$ cat config.mk
export PLATFORM = sky130hd
export DESIGN_NAME = sent_nibble_link
export DESIGN_NICKNAME = d
export VERILOG_FILES = /design/src/rtl/sent_pkg.sv /design/src/rtl/sent_nibble_link.sv
export SDC_FILE = /design/constraint.sdc
export NUM_CORES = 1
export LEC_CHECK = 0
export BUFFER_PORTS_ARGS = -buffer_cell sky130_fd_sc_hd__buf_2
export CORE_MARGIN = 2
export CORE_UTILIZATION = 50
export CTS_CLUSTER_DIAMETER = 200
export DETAILED_ROUTE_END_ITERATION = 8
export GPL_ROUTABILITY_DRIVEN = 0
export PLACE_DENSITY = 0.78
export SYNTH_ARGS = -nofsm -noshare
export SYNTH_HDL_FRONTEND = slang
export SYNTH_SLANG_ARGS = --single-unit
$ cat constraint.sdc
create_clock -name clk -period 10.8 [get_ports clk]
set_input_delay 1.62 -clock clk [delete_from_list [all_inputs] [get_ports clk]]
set_output_delay 1.62 -clock clk [all_outputs]
set_load 0.005 [all_outputs]
$ cat src/rtl/sent_pkg.sv
package sent_pkg;

  localparam int CLK_MHZ = 50;
  localparam int TICK_MIN_US = 3;
  localparam int TICK_MAX_US = 90;
  localparam int TICK_MIN_CYC = TICK_MIN_US * CLK_MHZ;
  localparam int TICK_MAX_CYC = TICK_MAX_US * CLK_MHZ;

  localparam logic [9:0] SYNC_TICKS = 10'd56;
  localparam logic [9:0] NIB_BASE = 10'd12;
  localparam logic [9:0] NIB_LAST = 10'd27;
  localparam logic [9:0] PAUSE_MIN = 10'd12;
  localparam logic [9:0] PAUSE_MAX = 10'd768;
  localparam logic [9:0] LOW_TICKS = 10'd5;
  localparam logic [11:0] FRAME_TIME_CAP = 12'd2047;

  localparam logic [2:0] NIBBLE_COUNT_SEL_MIN = 3'h1;
  localparam logic [2:0] NIBBLE_COUNT_SEL_MAX = 3'h6;
  localparam int MAX_NIBBLES = 6;

  localparam logic [3:0] CRC_SEED = 4'h5;
  localparam logic [4:0] CRC_POLY = 5'h1d;

  localparam logic [15:0] SYNC_HALF_SHIFT = 16'h0001;

endpackage
$ cat src/rtl/sent_nibble_link.sv
`timescale 1ns/1ps
// Contract
// - One-way single wire; intervals run from falling edge to falling edge.
// - Both ends share a preset tick period between 3 and 90 us.
// - Each frame opens with a sync interval of 56 ticks.
// - Receiver derives tick length from measured sync and decodes that frame.
// - Receiver tolerates tick deviation up to 20 percent from nominal.
// - A nibble lasts its value plus 12 ticks, 12 to 27 ticks.
// - One status nibble follows the sync interval.
// - One to six data nibbles follow the status nibble.
// - One checksum nibble follows the last data nibble.
// - With pause enabled, a 12 to 768 tick pause ends the frame.
// - Block is a transmitter after reset unless receive is selected.
// - Transmit runs continuously while enabled, or one frame per trigger.
// - Transmit order: sync, nibbles, checksum, then pause when enabled.
// - Transmit tick period comes from a 16-bit count setting.
// - Status, data and checksum of one frame are buffered.
// - Receiver flags intervals outside legal nibble or sync ranges.
// - Receiver optionally checks the checksum nibble and flags mismatch.
// - Transmitter computes checksum in hardware or sends the supplied one.
// - Nibble count codes 1 to 6 are valid; 0 and 7 are reserved.
// - Idle-level setting chooses the resting level of the transmit output.
// - Transmitter never makes a pause shorter than 12 ticks.
// - Receiver starts a frame only on an interval inside the sync limits.
module sent_nibble_link
  import sent_pkg::*;
#(
  parameter int TICK_MAX_CYCLES = TICK_MAX_CYC
) (
  input wire logic clk,
  input wire logic rstn,
  input wire logic enable,
  input wire logic rcvEnable,
  input wire logic txTriggerMode,
  input wire logic idleLevelSel,
  input wire logic crcEnable,
  input wire logic pauseEnable,
  input wire logic [2:0] nibbleCountSel,
  input wire logic [15:0] tickPeriodCount,
  input wire logic [15:0] frameTimeTicks,
  input wire logic [15:0] syncLowLimit,
  input wire logic [15:0] syncHighLimit,
  input wire logic [3:0] txStatus,
  input wire logic [23:0] txData,
  input wire logic [3:0] txCrc,
  input wire logic txLoad,
  input wire logic txTrigger,
  input wire logic sentIn,
  output logic sentOut,
  output logic sentOeN,
  output logic txBusy,
  output logic txFrameDone,
  output logic [3:0] rxStatus,
  output logic [23:0] rxData,
  output logic [3:0] rxCrc,
  output logic [15:0] rxSyncCount,
  output logic rxFrameDone,
  output logic rxFramingError,
  output logic rxCrcError,
  output logic tickRangeError,
  output logic nibbleCountError
);

  typedef enum logic [1:0] {TX_IDLE, TX_SYNC, TX_NIB, TX_PAUSE} tx_state_t;
  typedef enum logic [1:0] {RX_HUNT, RX_NIB, RX_PAUSE} rx_state_t;

  // One step of the checksum: multiply by x^4 modulo the polynomial, then add the nibble.
  function automatic logic [3:0] crcStep(input logic [3:0] crc, input logic [3:0] nib);
    logic [7:0] v;
    v = {crc, 4'h0};
    for (int i = 7; i >= 4; i--) begin
      if (v[i]) begin
        v = v ^ 8'({3'h0, CRC_POLY} << (i - 4));
      end
    end
    return v[3:0] ^ nib;
  endfunction

  function automatic logic [3:0] nibOf(input logic [23:0] data, input int k);
    return 4'(data >> (20 - 4 * k));
  endfunction

  function automatic logic [3:0] crcFrame(input logic [23:0] data, input logic [2:0] n);
    logic [3:0] crc;
    crc = CRC_SEED;
    for (int k = 0; k < MAX_NIBBLES; k++) begin
      if (k < int'(n)) begin
        crc = crcStep(crc, nibOf(data, k));
      end
    end
    return crcStep(crc, 4'h0);
  endfunction

  // Reserved count codes fall back to the nearest legal count.
  function automatic logic [2:0] nibCount(input logic [2:0] sel);
    if (sel < NIBBLE_COUNT_SEL_MIN) begin
      return NIBBLE_COUNT_SEL_MIN;
    end
    if (sel > NIBBLE_COUNT_SEL_MAX) begin
      return NIBBLE_COUNT_SEL_MAX;
    end
    return sel;
  endfunction

  logic [1:0] rstSync_q;
  logic rstnInt;

  always_ff @(posedge clk or negedge rstn) begin
    if (!rstn) begin
      rstSync_q <= 2'h0;
    end else begin
      rstSync_q <= {rstSync_q[0], 1'b1};
    end
  end
  assign rstnInt = rstSync_q[1];

  logic [2:0] nEff;
  logic txOn;
  logic rxOn;
  assign nEff = nibCount(nibbleCountSel);
  assign txOn = enable & ~rcvEnable;
  assign rxOn = enable & rcvEnable;

  // Tick generator and configuration checks.
  logic [15:0] tickDiv_q, tickDiv_d;
  logic tickEn_q, tickEn_d;
  logic tickRangeError_d, nibbleCountError_d;
  logic [16:0] tickCycles;
  assign tickCycles = {1'b0, tickPeriodCount} + 17'h00001;

  always_comb begin
    tickDiv_d = tickDiv_q + 16'h0001;
    tickEn_d = 1'b0;
    if (!txOn) begin
      tickDiv_d = 16'h0000;
    end else if (tickDiv_q >= tickPeriodCount) begin
      tickDiv_d = 16'h0000;
      tickEn_d = 1'b1;
    end
    tickRangeError_d = (tickCycles < 17'(TICK_MIN_CYC)) ||
                       (tickCycles > 17'(TICK_MAX_CYCLES));
    nibbleCountError_d = (nibbleCountSel < NIBBLE_COUNT_SEL_MIN) || (nibbleCountSel > NIBBLE_COUNT_SEL_MAX);
  end

  always_ff @(posedge clk or negedge rstnInt) begin
    if (!rstnInt) begin
      tickDiv_q <= 16'h0000;
      tickEn_q <= 1'b0;
      tickRangeError <= 1'b0;
      nibbleCountError <= 1'b0;
    end else begin
      tickDiv_q <= tickDiv_d;
      tickEn_q <= tickEn_d;
      tickRangeError <= tickRangeError_d;
      nibbleCountError <= nibbleCountError_d;
    end
  end

  // Transmitter.
  tx_state_t txState_q, txState_d;
  logic [9:0] tickPos_q, tickPos_d;
  logic [9:0] intLen_q, intLen_d;
  logic [2:0] nibIdx_q, nibIdx_d;
  logic [11:0] frameTicks_q, frameTicks_d;
  logic [3:0] sStat_q, sStat_d, wStat_q, wStat_d;
  logic [23:0] sData_q, sData_d, wData_q, wData_d;
  logic [3:0] sCrc_q, sCrc_d, wCrc_q, wCrc_d;
  logic trigPend_q, trigPend_d;
  logic sentOut_d, sentOeN_d, txBusy_d, txFrameDone_d;
  logic wantStart, beginFrame, endFrame;
  logic [3:0] nextNib;
  logic [11:0] ftCap, used, remain;

  always_comb begin
    txState_d = txState_q;
    tickPos_d = tickPos_q;
    intLen_d = intLen_q;
    nibIdx_d = nibIdx_q;
    frameTicks_d = frameTicks_q;
    wStat_d = wStat_q;
    wData_d = wData_q;
    wCrc_d = wCrc_q;
    sStat_d = sStat_q;
    sData_d = sData_q;
    sCrc_d = sCrc_q;
    beginFrame = 1'b0;
    endFrame = 1'b0;
    nextNib = 4'h0;
    txFrameDone_d = 1'b0;
    ftCap = (frameTimeTicks > 16'(FRAME_TIME_CAP)) ? FRAME_TIME_CAP : frameTimeTicks[11:0];
    used = frameTicks_q + 12'h001;
    remain = ftCap - used;
    if (txLoad) begin
      sStat_d = txStatus;
      sData_d = txData;
      sCrc_d = txCrc;
    end
    wantStart = txOn & (~txTriggerMode | trigPend_q);
    if (!txOn) begin
      txState_d = TX_IDLE;
      tickPos_d = 10'h000;
    end else if (tickEn_q) begin
      if (txState_q == TX_IDLE) begin
        beginFrame = wantStart;
      end else begin
        tickPos_d = tickPos_q + 10'h001;
        frameTicks_d = used;
        if (tickPos_q + 10'h001 == intLen_q) begin
          tickPos_d = 10'h000;
          case (txState_q)
            TX_SYNC: begin
              txState_d = TX_NIB;
              nibIdx_d = 3'h0;
              intLen_d = NIB_BASE + 10'(wStat_q);
            end
            TX_NIB: begin
              if (nibIdx_q == nEff + 3'h1) begin
                if (pauseEnable) begin
                  txState_d = TX_PAUSE;
                  if (ftCap < used + 12'(PAUSE_MIN)) begin
                    intLen_d = PAUSE_MIN;
                  end else if (remain > 12'(PAUSE_MAX)) begin
                    intLen_d = PAUSE_MAX;
                  end else begin
                    intLen_d = remain[9:0];
                  end
                end else begin
                  endFrame = 1'b1;
                end
              end else begin
                nibIdx_d = nibIdx_q + 3'h1;
                if (nibIdx_d == nEff + 3'h1) begin
                  nextNib = crcEnable ? crcFrame(wData_q, nEff) : wCrc_q;
                end else begin
                  nextNib = nibOf(wData_q, int'(nibIdx_q));
                end
                intLen_d = NIB_BASE + 10'(nextNib);
              end
            end
            TX_PAUSE: begin
              endFrame = 1'b1;
            end
            default: begin
              txState_d = TX_IDLE;
            end
          endcase
        end
        if (endFrame) begin
          txFrameDone_d = 1'b1;
          txState_d = TX_IDLE;
          beginFrame = wantStart;
        end
      end
      if (beginFrame) begin
        txState_d = TX_SYNC;
        intLen_d = SYNC_TICKS;
        tickPos_d = 10'h000;
        frameTicks_d = 12'h000;
        wStat_d = sStat_q;
        wData_d = sData_q;
        wCrc_d = sCrc_q;
      end
    end
    trigPend_d = txTrigger | (trigPend_q & ~beginFrame);
    txBusy_d = txState_d != TX_IDLE;
    sentOut_d = ~(txBusy_d && (tickPos_d < LOW_TICKS)) ^ idleLevelSel;
    sentOeN_d = ~txOn;
  end

  always_ff @(posedge clk or negedge rstnInt) begin
    if (!rstnInt) begin
      txState_q <= TX_IDLE;
      tickPos_q <= 10'h000;
      intLen_q <= SYNC_TICKS;
      nibIdx_q <= 3'h0;
      frameTicks_q <= 12'h000;
      sStat_q <= 4'h0;
      sData_q <= 24'h000000;
      sCrc_q <= 4'h0;
      wStat_q <= 4'h0;
      wData_q <= 24'h000000;
      wCrc_q <= 4'h0;
      trigPend_q <= 1'b0;
      sentOut <= 1'b1;
      sentOeN <= 1'b1;
      txBusy <= 1'b0;
      txFrameDone <= 1'b0;
    end else begin
      txState_q <= txState_d;
      tickPos_q <= tickPos_d;
      intLen_q <= intLen_d;
      nibIdx_q <= nibIdx_d;
      frameTicks_q <= frameTicks_d;
      sStat_q <= sStat_d;
      sData_q <= sData_d;
      sCrc_q <= sCrc_d;
      wStat_q <= wStat_d;
      wData_q <= wData_d;
      wCrc_q <= wCrc_d;
      trigPend_q <= trigPend_d;
      sentOut <= sentOut_d;
      sentOeN <= sentOeN_d;
      txBusy <= txBusy_d;
      txFrameDone <= txFrameDone_d;
    end
  end

  // Receiver. Ticks are counted by adding 56 per clock and removing one sync length per tick.
  logic [2:0] inSync_q;
  rx_state_t rxState_q, rxState_d;
  logic [15:0] cnt_q, cnt_d, syncCap_q, syncCap_d;
  logic [16:0] acc_q, acc_d, accSum;
  logic [9:0] ticks_q, ticks_d;
  logic [2:0] rIdx_q, rIdx_d;
  logic [3:0] rStat_q, rStat_d;
  logic [23:0] rData_q, rData_d;
  logic [3:0] rxStatus_d, rxCrc_d;
  logic [23:0] rxData_d;
  logic [15:0] rxSyncCount_d;
  logic rxFrameDone_d, rxFramingError_d, rxCrcError_d;
  logic fall, syncOk, nibOk;
  logic [3:0] nibVal;

  always_ff @(posedge clk or negedge rstnInt) begin
    if (!rstnInt) begin
      inSync_q <= 3'h7;
    end else begin
      inSync_q <= {inSync_q[1:0], sentIn};
    end
  end

  always_comb begin
    rxState_d = rxState_q;
    syncCap_d = syncCap_q;
    rIdx_d = rIdx_q;
    rStat_d = rStat_q;
    rData_d = rData_q;
    rxStatus_d = rxStatus;
    rxData_d = rxData;
    rxCrc_d = rxCrc;
    rxSyncCount_d = rxSyncCount;
    rxFrameDone_d = 1'b0;
    rxFramingError_d = 1'b0;
    rxCrcError_d = 1'b0;
    fall = inSync_q[2] & ~inSync_q[1];
    syncOk = (cnt_q >= syncLowLimit) && (cnt_q <= syncHighLimit);
    nibOk = (ticks_q >= NIB_BASE) && (ticks_q <= NIB_LAST);
    nibVal = 4'(ticks_q - NIB_BASE);
    cnt_d = (cnt_q == 16'hffff) ? cnt_q : cnt_q + 16'h0001;
    accSum = acc_q + 17'(SYNC_TICKS);
    acc_d = accSum;
    ticks_d = ticks_q;
    if (accSum >= {1'b0, syncCap_q}) begin
      acc_d = accSum - {1'b0, syncCap_q};
      ticks_d = (ticks_q == 10'h3ff) ? ticks_q : ticks_q + 10'h001;
    end
    if (!rxOn) begin
      rxState_d = RX_HUNT;
    end else if (fall) begin
      cnt_d = 16'h0001;
      ticks_d = 10'h000;
      case (rxState_q)
        RX_NIB: begin
          if (!nibOk) begin
            rxFramingError_d = 1'b1;
            rxState_d = RX_HUNT;
          end else if (rIdx_q == 3'h0) begin
            rStat_d = nibVal;
            rIdx_d = 3'h1;
          end else if (rIdx_q <= nEff) begin
            for (int k = 0; k < MAX_NIBBLES; k++) begin
              if (k == int'(rIdx_q) - 1) begin
                rData_d[23 - 4 * k -: 4] = nibVal;
              end
            end
            if (rIdx_q < nEff) begin
              rData_d = rData_d & ~(24'hffffff >> (4 * int'(rIdx_q)));
            end
            rIdx_d = rIdx_q + 3'h1;
          end else begin
            rxStatus_d = rStat_q;
            rxData_d = rData_q;
            rxCrc_d = nibVal;
            rxSyncCount_d = syncCap_q;
            rxFrameDone_d = 1'b1;
            rxCrcError_d = crcEnable && (crcFrame(rData_q, nEff) != nibVal);
            rxState_d = pauseEnable ? RX_PAUSE : RX_HUNT;
          end
        end
        RX_PAUSE: begin
          if ((ticks_q < PAUSE_MIN) || (ticks_q > PAUSE_MAX)) begin
            rxFramingError_d = 1'b1;
          end
          rxState_d = RX_HUNT;
        end
        default: begin
          rxState_d = RX_HUNT;
        end
      endcase
      if ((rxState_q == RX_HUNT) || (rxFramingError_d && rxState_q == RX_NIB)) begin
        if (syncOk) begin
          rxState_d = RX_NIB;
          syncCap_d = cnt_q;
          rIdx_d = 3'h0;
          rData_d = 24'h000000;
        end else if (rxState_q == RX_HUNT && cnt_q != 16'hffff) begin
          rxFramingError_d = 1'b1;
        end
      end
      acc_d = {2'h0, syncCap_d[15:1]};
    end
  end

  always_ff @(posedge clk or negedge rstnInt) begin
    if (!rstnInt) begin
      rxState_q <= RX_HUNT;
      cnt_q <= 16'hffff;
      syncCap_q <= 16'hffff;
      acc_q <= 17'h00000;
      ticks_q <= 10'h000;
      rIdx_q <= 3'h0;
      rStat_q <= 4'h0;
      rData_q <= 24'h000000;
      rxStatus <= 4'h0;
      rxData <= 24'h000000;
      rxCrc <= 4'h0;
      rxSyncCount <= 16'h0000;
      rxFrameDone <= 1'b0;
      rxFramingError <= 1'b0;
      rxCrcError <= 1'b0;
    end else begin
      rxState_q <= rxState_d;
      cnt_q <= cnt_d;
      syncCap_q <= syncCap_d;
      acc_q <= acc_d;
      ticks_q <= ticks_d;
      rIdx_q <= rIdx_d;
      rStat_q <= rStat_d;
      rData_q <= rData_d;
      rxStatus <= rxStatus_d;
      rxData <= rxData_d;
      rxCrc <= rxCrc_d;
      rxSyncCount <= rxSyncCount_d;
      rxFrameDone <= rxFrameDone_d;
      rxFramingError <= rxFramingError_d;
      rxCrcError <= rxCrcError_d;
    end
  end

endmodule

==> results of run 1 <==
routing by layer:
metal | GRT usage [%] | wire [µm]
met3 | 3.548 | 2548
met1 | 31.64 | 19660
met2 | 37.82 | 20550
met5 | 0 | 13
met4 | 7.716 | 1211
registers in the layout, indices dropped and copies added (netlist names), 3 cells and up:
signal and flops:
wCrc_q 4, wData_q 24, nibIdx_q 3, tickDiv_q 16, acc_q 17, rxSyncCount 16
rxCrc 4, rxData 24, rStat_q 4, rIdx_q 3, tickPos_q 10, cnt_q 16
intLen_q 10, sStat_q 4, inSync_q 3, syncCap_q 16, sCrc_q 4, ticks_q 10
rData_q 24, frameTicks_q 12, wStat_q 4, sData_q 24, rxStatus 4
report_power, final:
| part | total [mW] | internal [mW] | switching (mW) | leakage, nW |
|---|---|---|---|---|
| registers | 1.25 | 1.13 | 0.118 | 3.52 |
| clock network | 1.03 | 0.587 | 0.442 | 0.488 |
| logic | 1.09 | 0.480 | 0.607 | 5.72 |
| total | 3.37 | 2.20 | 1.17 | 9.72 |
area by class of cell:
| class | count | area, µm² | area share [%] |
|---|---|---|---|
| multi-input cells | 1427 | 10450 | 51.54 |
| flip-flops and latches | 273 | 6885 | 33.97 |
| repair buffers | 176 | 905.9 | 4.469 |
| clock buffers | 42 | 899.6 | 4.438 |
| well taps | 461 | 576.8 | 2.846 |
| inverters | 116 | 435.4 | 2.148 |
| clock inverters | 16 | 108.9 | 0.5370 |
| diodes | 4 | 10.01 | 0.04938 |
worst reg2reg max path, delay by kind of cell, from the launching register on:
family	cells	cell delay, ps
AO/OA/AOI/OAI	11	2480
AND/OR/NAND/NOR	2	1020
multiplexers	2	740
flip-flops	1	570
adder cells (fa/ha/maj)	1	310
buffers and inverters	1	80
worst paths after layout:
check                          endpoint               from
setup reg to reg               acc_q[1]       syncCap_q[1]
hold / removal             rstSync_q[1]       rstSync_q[0]
setup / recovery            intLen_q[3]  nibbleCountSel[2]
hold reg to reg            rstSync_q[1]       rstSync_q[0]
max in group asynchronous    rStat_q[2]       rstSync_q[1]
min in group asynchronous    sData_q[1]       rstSync_q[1]
stage by stage:
| step | instances | total power, mW | worst slack, ps | area [µm²] |
|---|---|---|---|---|
| 6_report | 2515 | 3.367 | 4734 | 20270 |
| 5_1_grt | 2513 | 3.579 | 4421 | 20260 |
| 4_1_cts | 2511 | 3.381 | 4881 | 20260 |
| 3_5_place_dp | 2453 | 2.330 | 4360 | 19250 |
| 3_3_place_gp | 2453 | 2.262 | 4546 | 19250 |
| 2_1_floorplan | 1882 | 2.063 | 2698 | 18030 |
cell usage in the layout, fill, tap and decap left out, drive strengths merged, types with 13 or more instances in the layout:
cell / instances
xnor2: 94
a21oi: 80
nand2b: 23
dfrtp: 233
inv: 117
mux2: 83
xor2: 57
and3: 29
o21ai: 109
nand3: 57
xnor3: 15
dfstp: 40
nand4: 15
nor3: 31
nor2: 123
clkbuf: 42
a31oi: 13
ha: 121
nand2: 233
nor2b: 26
or3: 25
o31ai: 16
a21o: 47
buf: 176
mux2i: 59
a32o: 23
cells by family (layout without fill, tap and decap cells):
kind of cell	count (synthesis)	in the layout
AOI/OAI and AO/OA	369	369
xor gates and xnor gates	173	173
adders and majority gates	123	123
buffers and inverters	182	350
DFF	273	273
muxes	146	146
other	2	6
and+or+nand+nor	614	614
==> impl_metrics.csv, run 1 <==
group,metric,value,unit
run_status,status,"complete, no violations",
worst_setup_path,max_stage_delay,730,ps
grt,grt_pass1_vias,14250,
finish,post-route-util,56.99,%
worst_setup_path,path_buf_inv,1,
finish,fill_cells,3126,
synthesis,syn-mean-instance-area,9.581,µm²
worst_setup_path,cp_top_family,"compound AO/OA/AOI/OAI gates",
cts,numCtsBuffers,31,
timing,max-slew-margin-rel,16.14,%
synthesis,yosysUniqueCellTypes,87,
worst_setup_path,cp_slowest_cell,"nor2_1",
route,drt_first_pass_iters,4,
placed_design,dpl.hpwl,32.80,mm
grt,overflow,0,
route,vias,14270,
route,vias_per_cell,5.676,
placed_design,port_buffers,166,
timing,fmax,164.8,MHz
worst_setup_path,reg2regPathDepth,17,
cts,cts_tree,"built",
cts,cts.repair.resized,0,
cts,cts_num_sinks,273,
synthesis,synth-xor-area-share,10.51,%
floorplanning,fp.coreArea,35570,µm²
worst_setup_path,crit_cells,19,
cts,clk_pin_slew,60,ps
synthesis,synth_flop_cell,"dfrtp_1",
synthesis,ys_warn_count,0,
timing,period_needed,6066,ps
timing,final.hold.worst_slack,351.0,ps
synthesis,yosysMostFrequentCell,"dfrtp_1",
synthesis,yosys-top-cells-count,"dfrtp_1 (233), nand2_1 (232), ha_1 (121), nor2_1 (121), inv_1 (113)",
cts,h-tree-depth,1,
floorplanning,die_width,193.9,µm
synthesis,synth_top_family_by_area,"simple AND/OR/NAND/NOR gates",
worst_setup_path,cp-end-kind,"flop",
synthesis,synthAdderAreaFrac,8.618,%
worst_setup_path,critPathLaunchType,"input port",
timing,final_hold_viol_count,0,
worst_setup_path,critical_path_class,"in2reg",
route,drt-total-wl,43.98,mm
synthesis,synth_top_cell_by_area,"dfrtp_1",
route,route.detailed.drc,0,
power,ir_drop,0.0001296,V
synthesis,synth_seq_cells,273,
cts,clock_path_buffers,3,
worst_setup_path,cp.required,11290,ps
synthesis,synth_edf_count,0,
worst_setup_path,cpMostUsedCell,"nor2_1",
power,p_leak,9.724,nW
cts,postCtsSetupRepairBufs,0,
floorplanning,num_rows,69,
finish,syn_to_final_growth,12.41,%
power,p_per_area,166.1,nW/µm²
floorplanning,io_pins,167,
route,ant_nets,0,
grt,grt_pass1_wl,72.75,mm
cts,clk_latency,580,ps
synthesis,syn_nets,2115,
worst_setup_path,path_max_fanout,17,
grt,grt_use_total,23.16,%
timing,tns,0,ps
timing,rsz0062_at_grt,"false",
worst_setup_path,cp.arrival,6560,ps
synthesis,synth_mux_area_share,9.090,%
route,wl_per_cell,17.49,µm
hold_path,hp-class,"reg2reg",
finish,nNetsFinal,2258,
timing,period_share,56.17,%
synthesis,ys_seq_area_share,38.17,%
cts,root_buffer,"clkbuf_16",
timing,skew,25.66,ps
timing,drv_slew,0,
route,drt_iter0_markers,947,
synthesis,synth_compound_area_share,13.43,%
floorplanning,die_height,193.9,µm
floorplanning,dieArea,37600,µm²
timing,worst_pin_slew,1252,ps
synthesis,synth_simple_gate_area_share,16.21,%
grt,grt_max_degree,80,
floorplanning,initial_core_util,50.69,%
synthesis,synth.cell_area,18030,µm²
timing,setup_viol,0,
synthesis,yosys-top-cells-area,"dfrtp_1 (32%), ha_1 (8.4%), dfstp_2 (5.8%), mux2_2 (5.1%), nand2_1 (4.8%)",
cts,cts.hold.buffers_added,0,
finish,drive_above_1_share,19.12,%
synthesis,netlist_instances,1882,
worst_setup_path,ff2ff_setup_slack,5510,ps
hold_path,min_path_cells,0,
worst_setup_path,path_cells,"buf_2 > nor2_1 > o21ai_0 > a2111oi_2 > nor2_4 > xnor3_1 > a21o_1 > a211o_1 > a21oi_1 > nor2_4 > xor2_1 > mux2_4 > xnor3_1 > nor2_1 > nor2_1 > ha_1 > a21oi_1 > o21ai_0 > a2bb2oi_1",
synthesis,async_flop_share,100.0,%
synthesis,synth_top_area_share,32.34,%
grt,antenna_found_initial,6,
job,drv_cap,0,
Note: power is estimated with default switching activity, not from simulation.
==> run 2, diff against run 1 <==
--- a/config.mk
+++ b/config.mk
@@ -11,7 +11,7 @@
 export CTS_CLUSTER_DIAMETER = 200
 export DETAILED_ROUTE_END_ITERATION = 8
 export GPL_ROUTABILITY_DRIVEN = 0
-export PLACE_DENSITY = 0.78
+export PLACE_DENSITY = 0.81
 export SYNTH_ARGS = -nofsm -noshare
 export SYNTH_HDL_FRONTEND = slang
 export SYNTH_SLANG_ARGS = --single-unit
==> constraint.sdc (replaced) <==
create_clock -name clk -period 4.9 [get_ports clk]
set_input_delay 0.735 -clock clk [delete_from_list [all_inputs] [get_ports clk]]
set_output_delay 0.735 -clock clk [all_outputs]
set_load 0.005 [all_outputs]
==> run 2 against run 1 <==
  * Setup slack worse by 4600 ps
  * Combinational power up 120%
  * Routed wire length up 0.68%
  * Highest routed layer unchanged
==> impl_metrics.csv, run 2 (synthesis gave the netlist of run 1 again) <==
group,metric,value,unit
run_status,status,"complete, no violations",
floorplanning,io_pins,167,
timing,period_share,97.57,%
power,p_per_area,368.6,nW/µm²
placed_design,port_buffers,166,
cts,cts_tree,"built",
route,drt-total-wl,44.28,mm
worst_setup_path,cp-end-kind,"flop",
worst_setup_path,r2r_start,"wData_q[21]",
floorplanning,fp.coreArea,35570,µm²
hold_path,min_from,"sentIn",
finish,syn_to_final_growth,14.37,%
finish,nNetsFinal,2290,
worst_setup_path,critical_path_class,"reg2reg",
grt,grt_pass1_vias,14410,
grt,antenna_found_initial,5,
route,vias,14590,
finish,drive_above_1_share,20.70,%
worst_setup_path,reg2regPathDepth,18,
route,ant_nets,0,
power,intPower,5.041,mW
timing,final_hold_viol_count,0,
power,p_seq_share,36.1,%
timing,skew,31.03,ps
hold_path,min_path_cells,1,
timing,worst_pin_slew,1047,ps
cts,clk_latency,580,ps
floorplanning,initial_core_util,50.69,%
route,vias_per_cell,5.732,
grt,gr-usage-met1,31.95,%
placed_design,dpl.hpwl,33.09,mm
timing,fmax,209.2,MHz
cts,root_buffer,"clkbuf_16",
job,drv_cap,0,
timing,max-slew-margin-rel,30.20,%
cts,clk_pin_slew,60,ps
worst_setup_path,critPathLaunchType,"flop",
power,p_comb_share,31.6,%
finish,final_common_cell,"dfrtp_1",
timing,drv_slew,0,
timing,final.hold.worst_slack,276.5,ps
worst_setup_path,cp.arrival,5260,ps
grt,grt_max_degree,192,
power,p_leak,9.913,nW
grt,grt_use_total,23.02,%
grt,gr-usage-met2,36.92,%
finish,layout_common_cells,"dfrtp_1 (232), nand2_1 (231), buf_2 (166), nor2_1 (121), ha_1 (121)",
grt,overflow,0,
hold_path,hold_path_end,"inSync_q[0]",
cts,clock_path_buffers,3,
hold_path,hp-class,"in2reg",
power,ir_drop,0.0003422,V
worst_setup_path,path_max_fanout,5,
finish,post-route-util,57.98,%
route,route.detailed.drc,0,
power,clockPowerShare,32.3,%
timing,setup_viol,0,
worst_setup_path,ff2ff_setup_slack,120,ps
cts,h-tree-depth,1,
worst_setup_path,timing.rr.end,"intLen_q[3]",
cts,numCtsBuffers,31,
power,swShare,33.69,%
grt,met3_usage,3.322,%
cts,postCtsSetupRepairBufs,0,
floorplanning,num_rows,69,
timing,period_needed,4781,ps
cts,cts_num_sinks,273,
floorplanning,die_width,193.9,µm
route,drt_first_pass_iters,5,
route,wl_per_cell,17.40,µm
route,drt_iter0_markers,940,
floorplanning,die_height,193.9,µm
timing,rsz0062_at_grt,"true",
grt,grt_pass1_wl,72.39,mm
floorplanning,dieArea,37600,µm²
power,total_power,7.601,mW
power,netSwitchingPower,2.561,mW
worst_setup_path,cp.required,5380,ps
grt,grt-busiest-layer,"met2",
[run 2: cell types whose count changed in the layout (fill, tap and decap cells not counted), moves of 2 or more]
cell,delta
buf_4,+30
bufinv_16,+5
clkbuf_1,-4
clkbuf_16,-2
clkbuf_8,-2
clkinvlp_4,+2
diode_2,-2
inv_6,-2
[run 2: stage by stage]
step | cell area [µm²] | setup TNS (ps) | std cells | setup slack (ps)
2_1_floorplan | 18030 | 0 | 1882 | 147.9
3_3_place_gp | 19490 | 0 | 2483 | 75.47
3_5_place_dp | 19490 | -269.1 | 2483 | -127.4
4_1_cts | 20590 | 0 | 2542 | 138.1
5_1_grt | 20620 | -20.25 | 2544 | -20.25
6_report | 20620 | 0 | 2545 | 118.8
[run 2: routing by layer]
metal / wire length [µm] / part of all wire (%) / vias up
met3: 2443 / 5.5 / 86
met2: 20540 / 46 / 442
met1: 19920 / 45 / 7086
met5: 35 / 0.079 / -
li1: - / - / 6969
met4: 1337 / 3.0 / 6
[run 2: power groups by stage]
stage          clock network [mW]  registers [mW]  logic (mW)
6_report                     2.45            2.74        2.40
5_1_grt                      2.59            2.78        2.70
4_1_cts                      2.50            2.74        2.39
3_5_place_dp                    0            2.78        2.36
3_3_place_gp                    0            2.76        2.25
2_1_floorplan                   0            2.70        1.84
[run 2: worst max path at each step]
| stage | startpoint | end | slack [ps] | cells past startpoint |
|---|---|---|---|---|
| floorplan | nibbleCountSel[2] | intLen_q[3] | 150 | 20 |
| global placement | nibbleCountSel[1] | intLen_q[3] | 80 | 20 |
| detailed placement | frameTimeTicks[14] | intLen_q[4] | -130 | 19 |
| CTS | wData_q[21] | intLen_q[3] | 140 | 19 |
| global route | wData_q[21] | intLen_q[3] | -20 | 19 |
| finish | wData_q[21] | intLen_q[3] | 120 | 18 |
[run 2: what timing repair did]
action                     in CTS  in global routing
gates resized for setup         0                  5
hold endpoints to repair        2                  0
setup endpoints to repair       0                 13
hold buffers                    1                  0
[run 2: critical path, stage by stage (launching register included)]
cell	delay (ps)
dfrtp_1	440
xor3_1	410
or3_1	360
and2_2	250
xnor3_1	390
xnor3_1	240
a21o_1	240
a211o_1	350
a21oi_2	210
nor2_4	60
xor2_1	140
mux2_4	310
xnor3_1	340
nor2_1	160
nor2_1	60
ha_1	290
a21oi_1	130
o21ai_0	100
a2bb2oi_1	200
[run 2: final cells by class]
cell class / instances / area (µm²)
inverters: 116 / 435.4
flip-flops and latches: 273 / 6885
repair buffers: 208 / 1161
well taps: 461 / 576.8
fillers: 3064 / 14950
clock buffers: 34 / 807.0
diodes: 2 / 5.005
clock inverters: 24 / 284.0
multi-input cells: 1427 / 10470
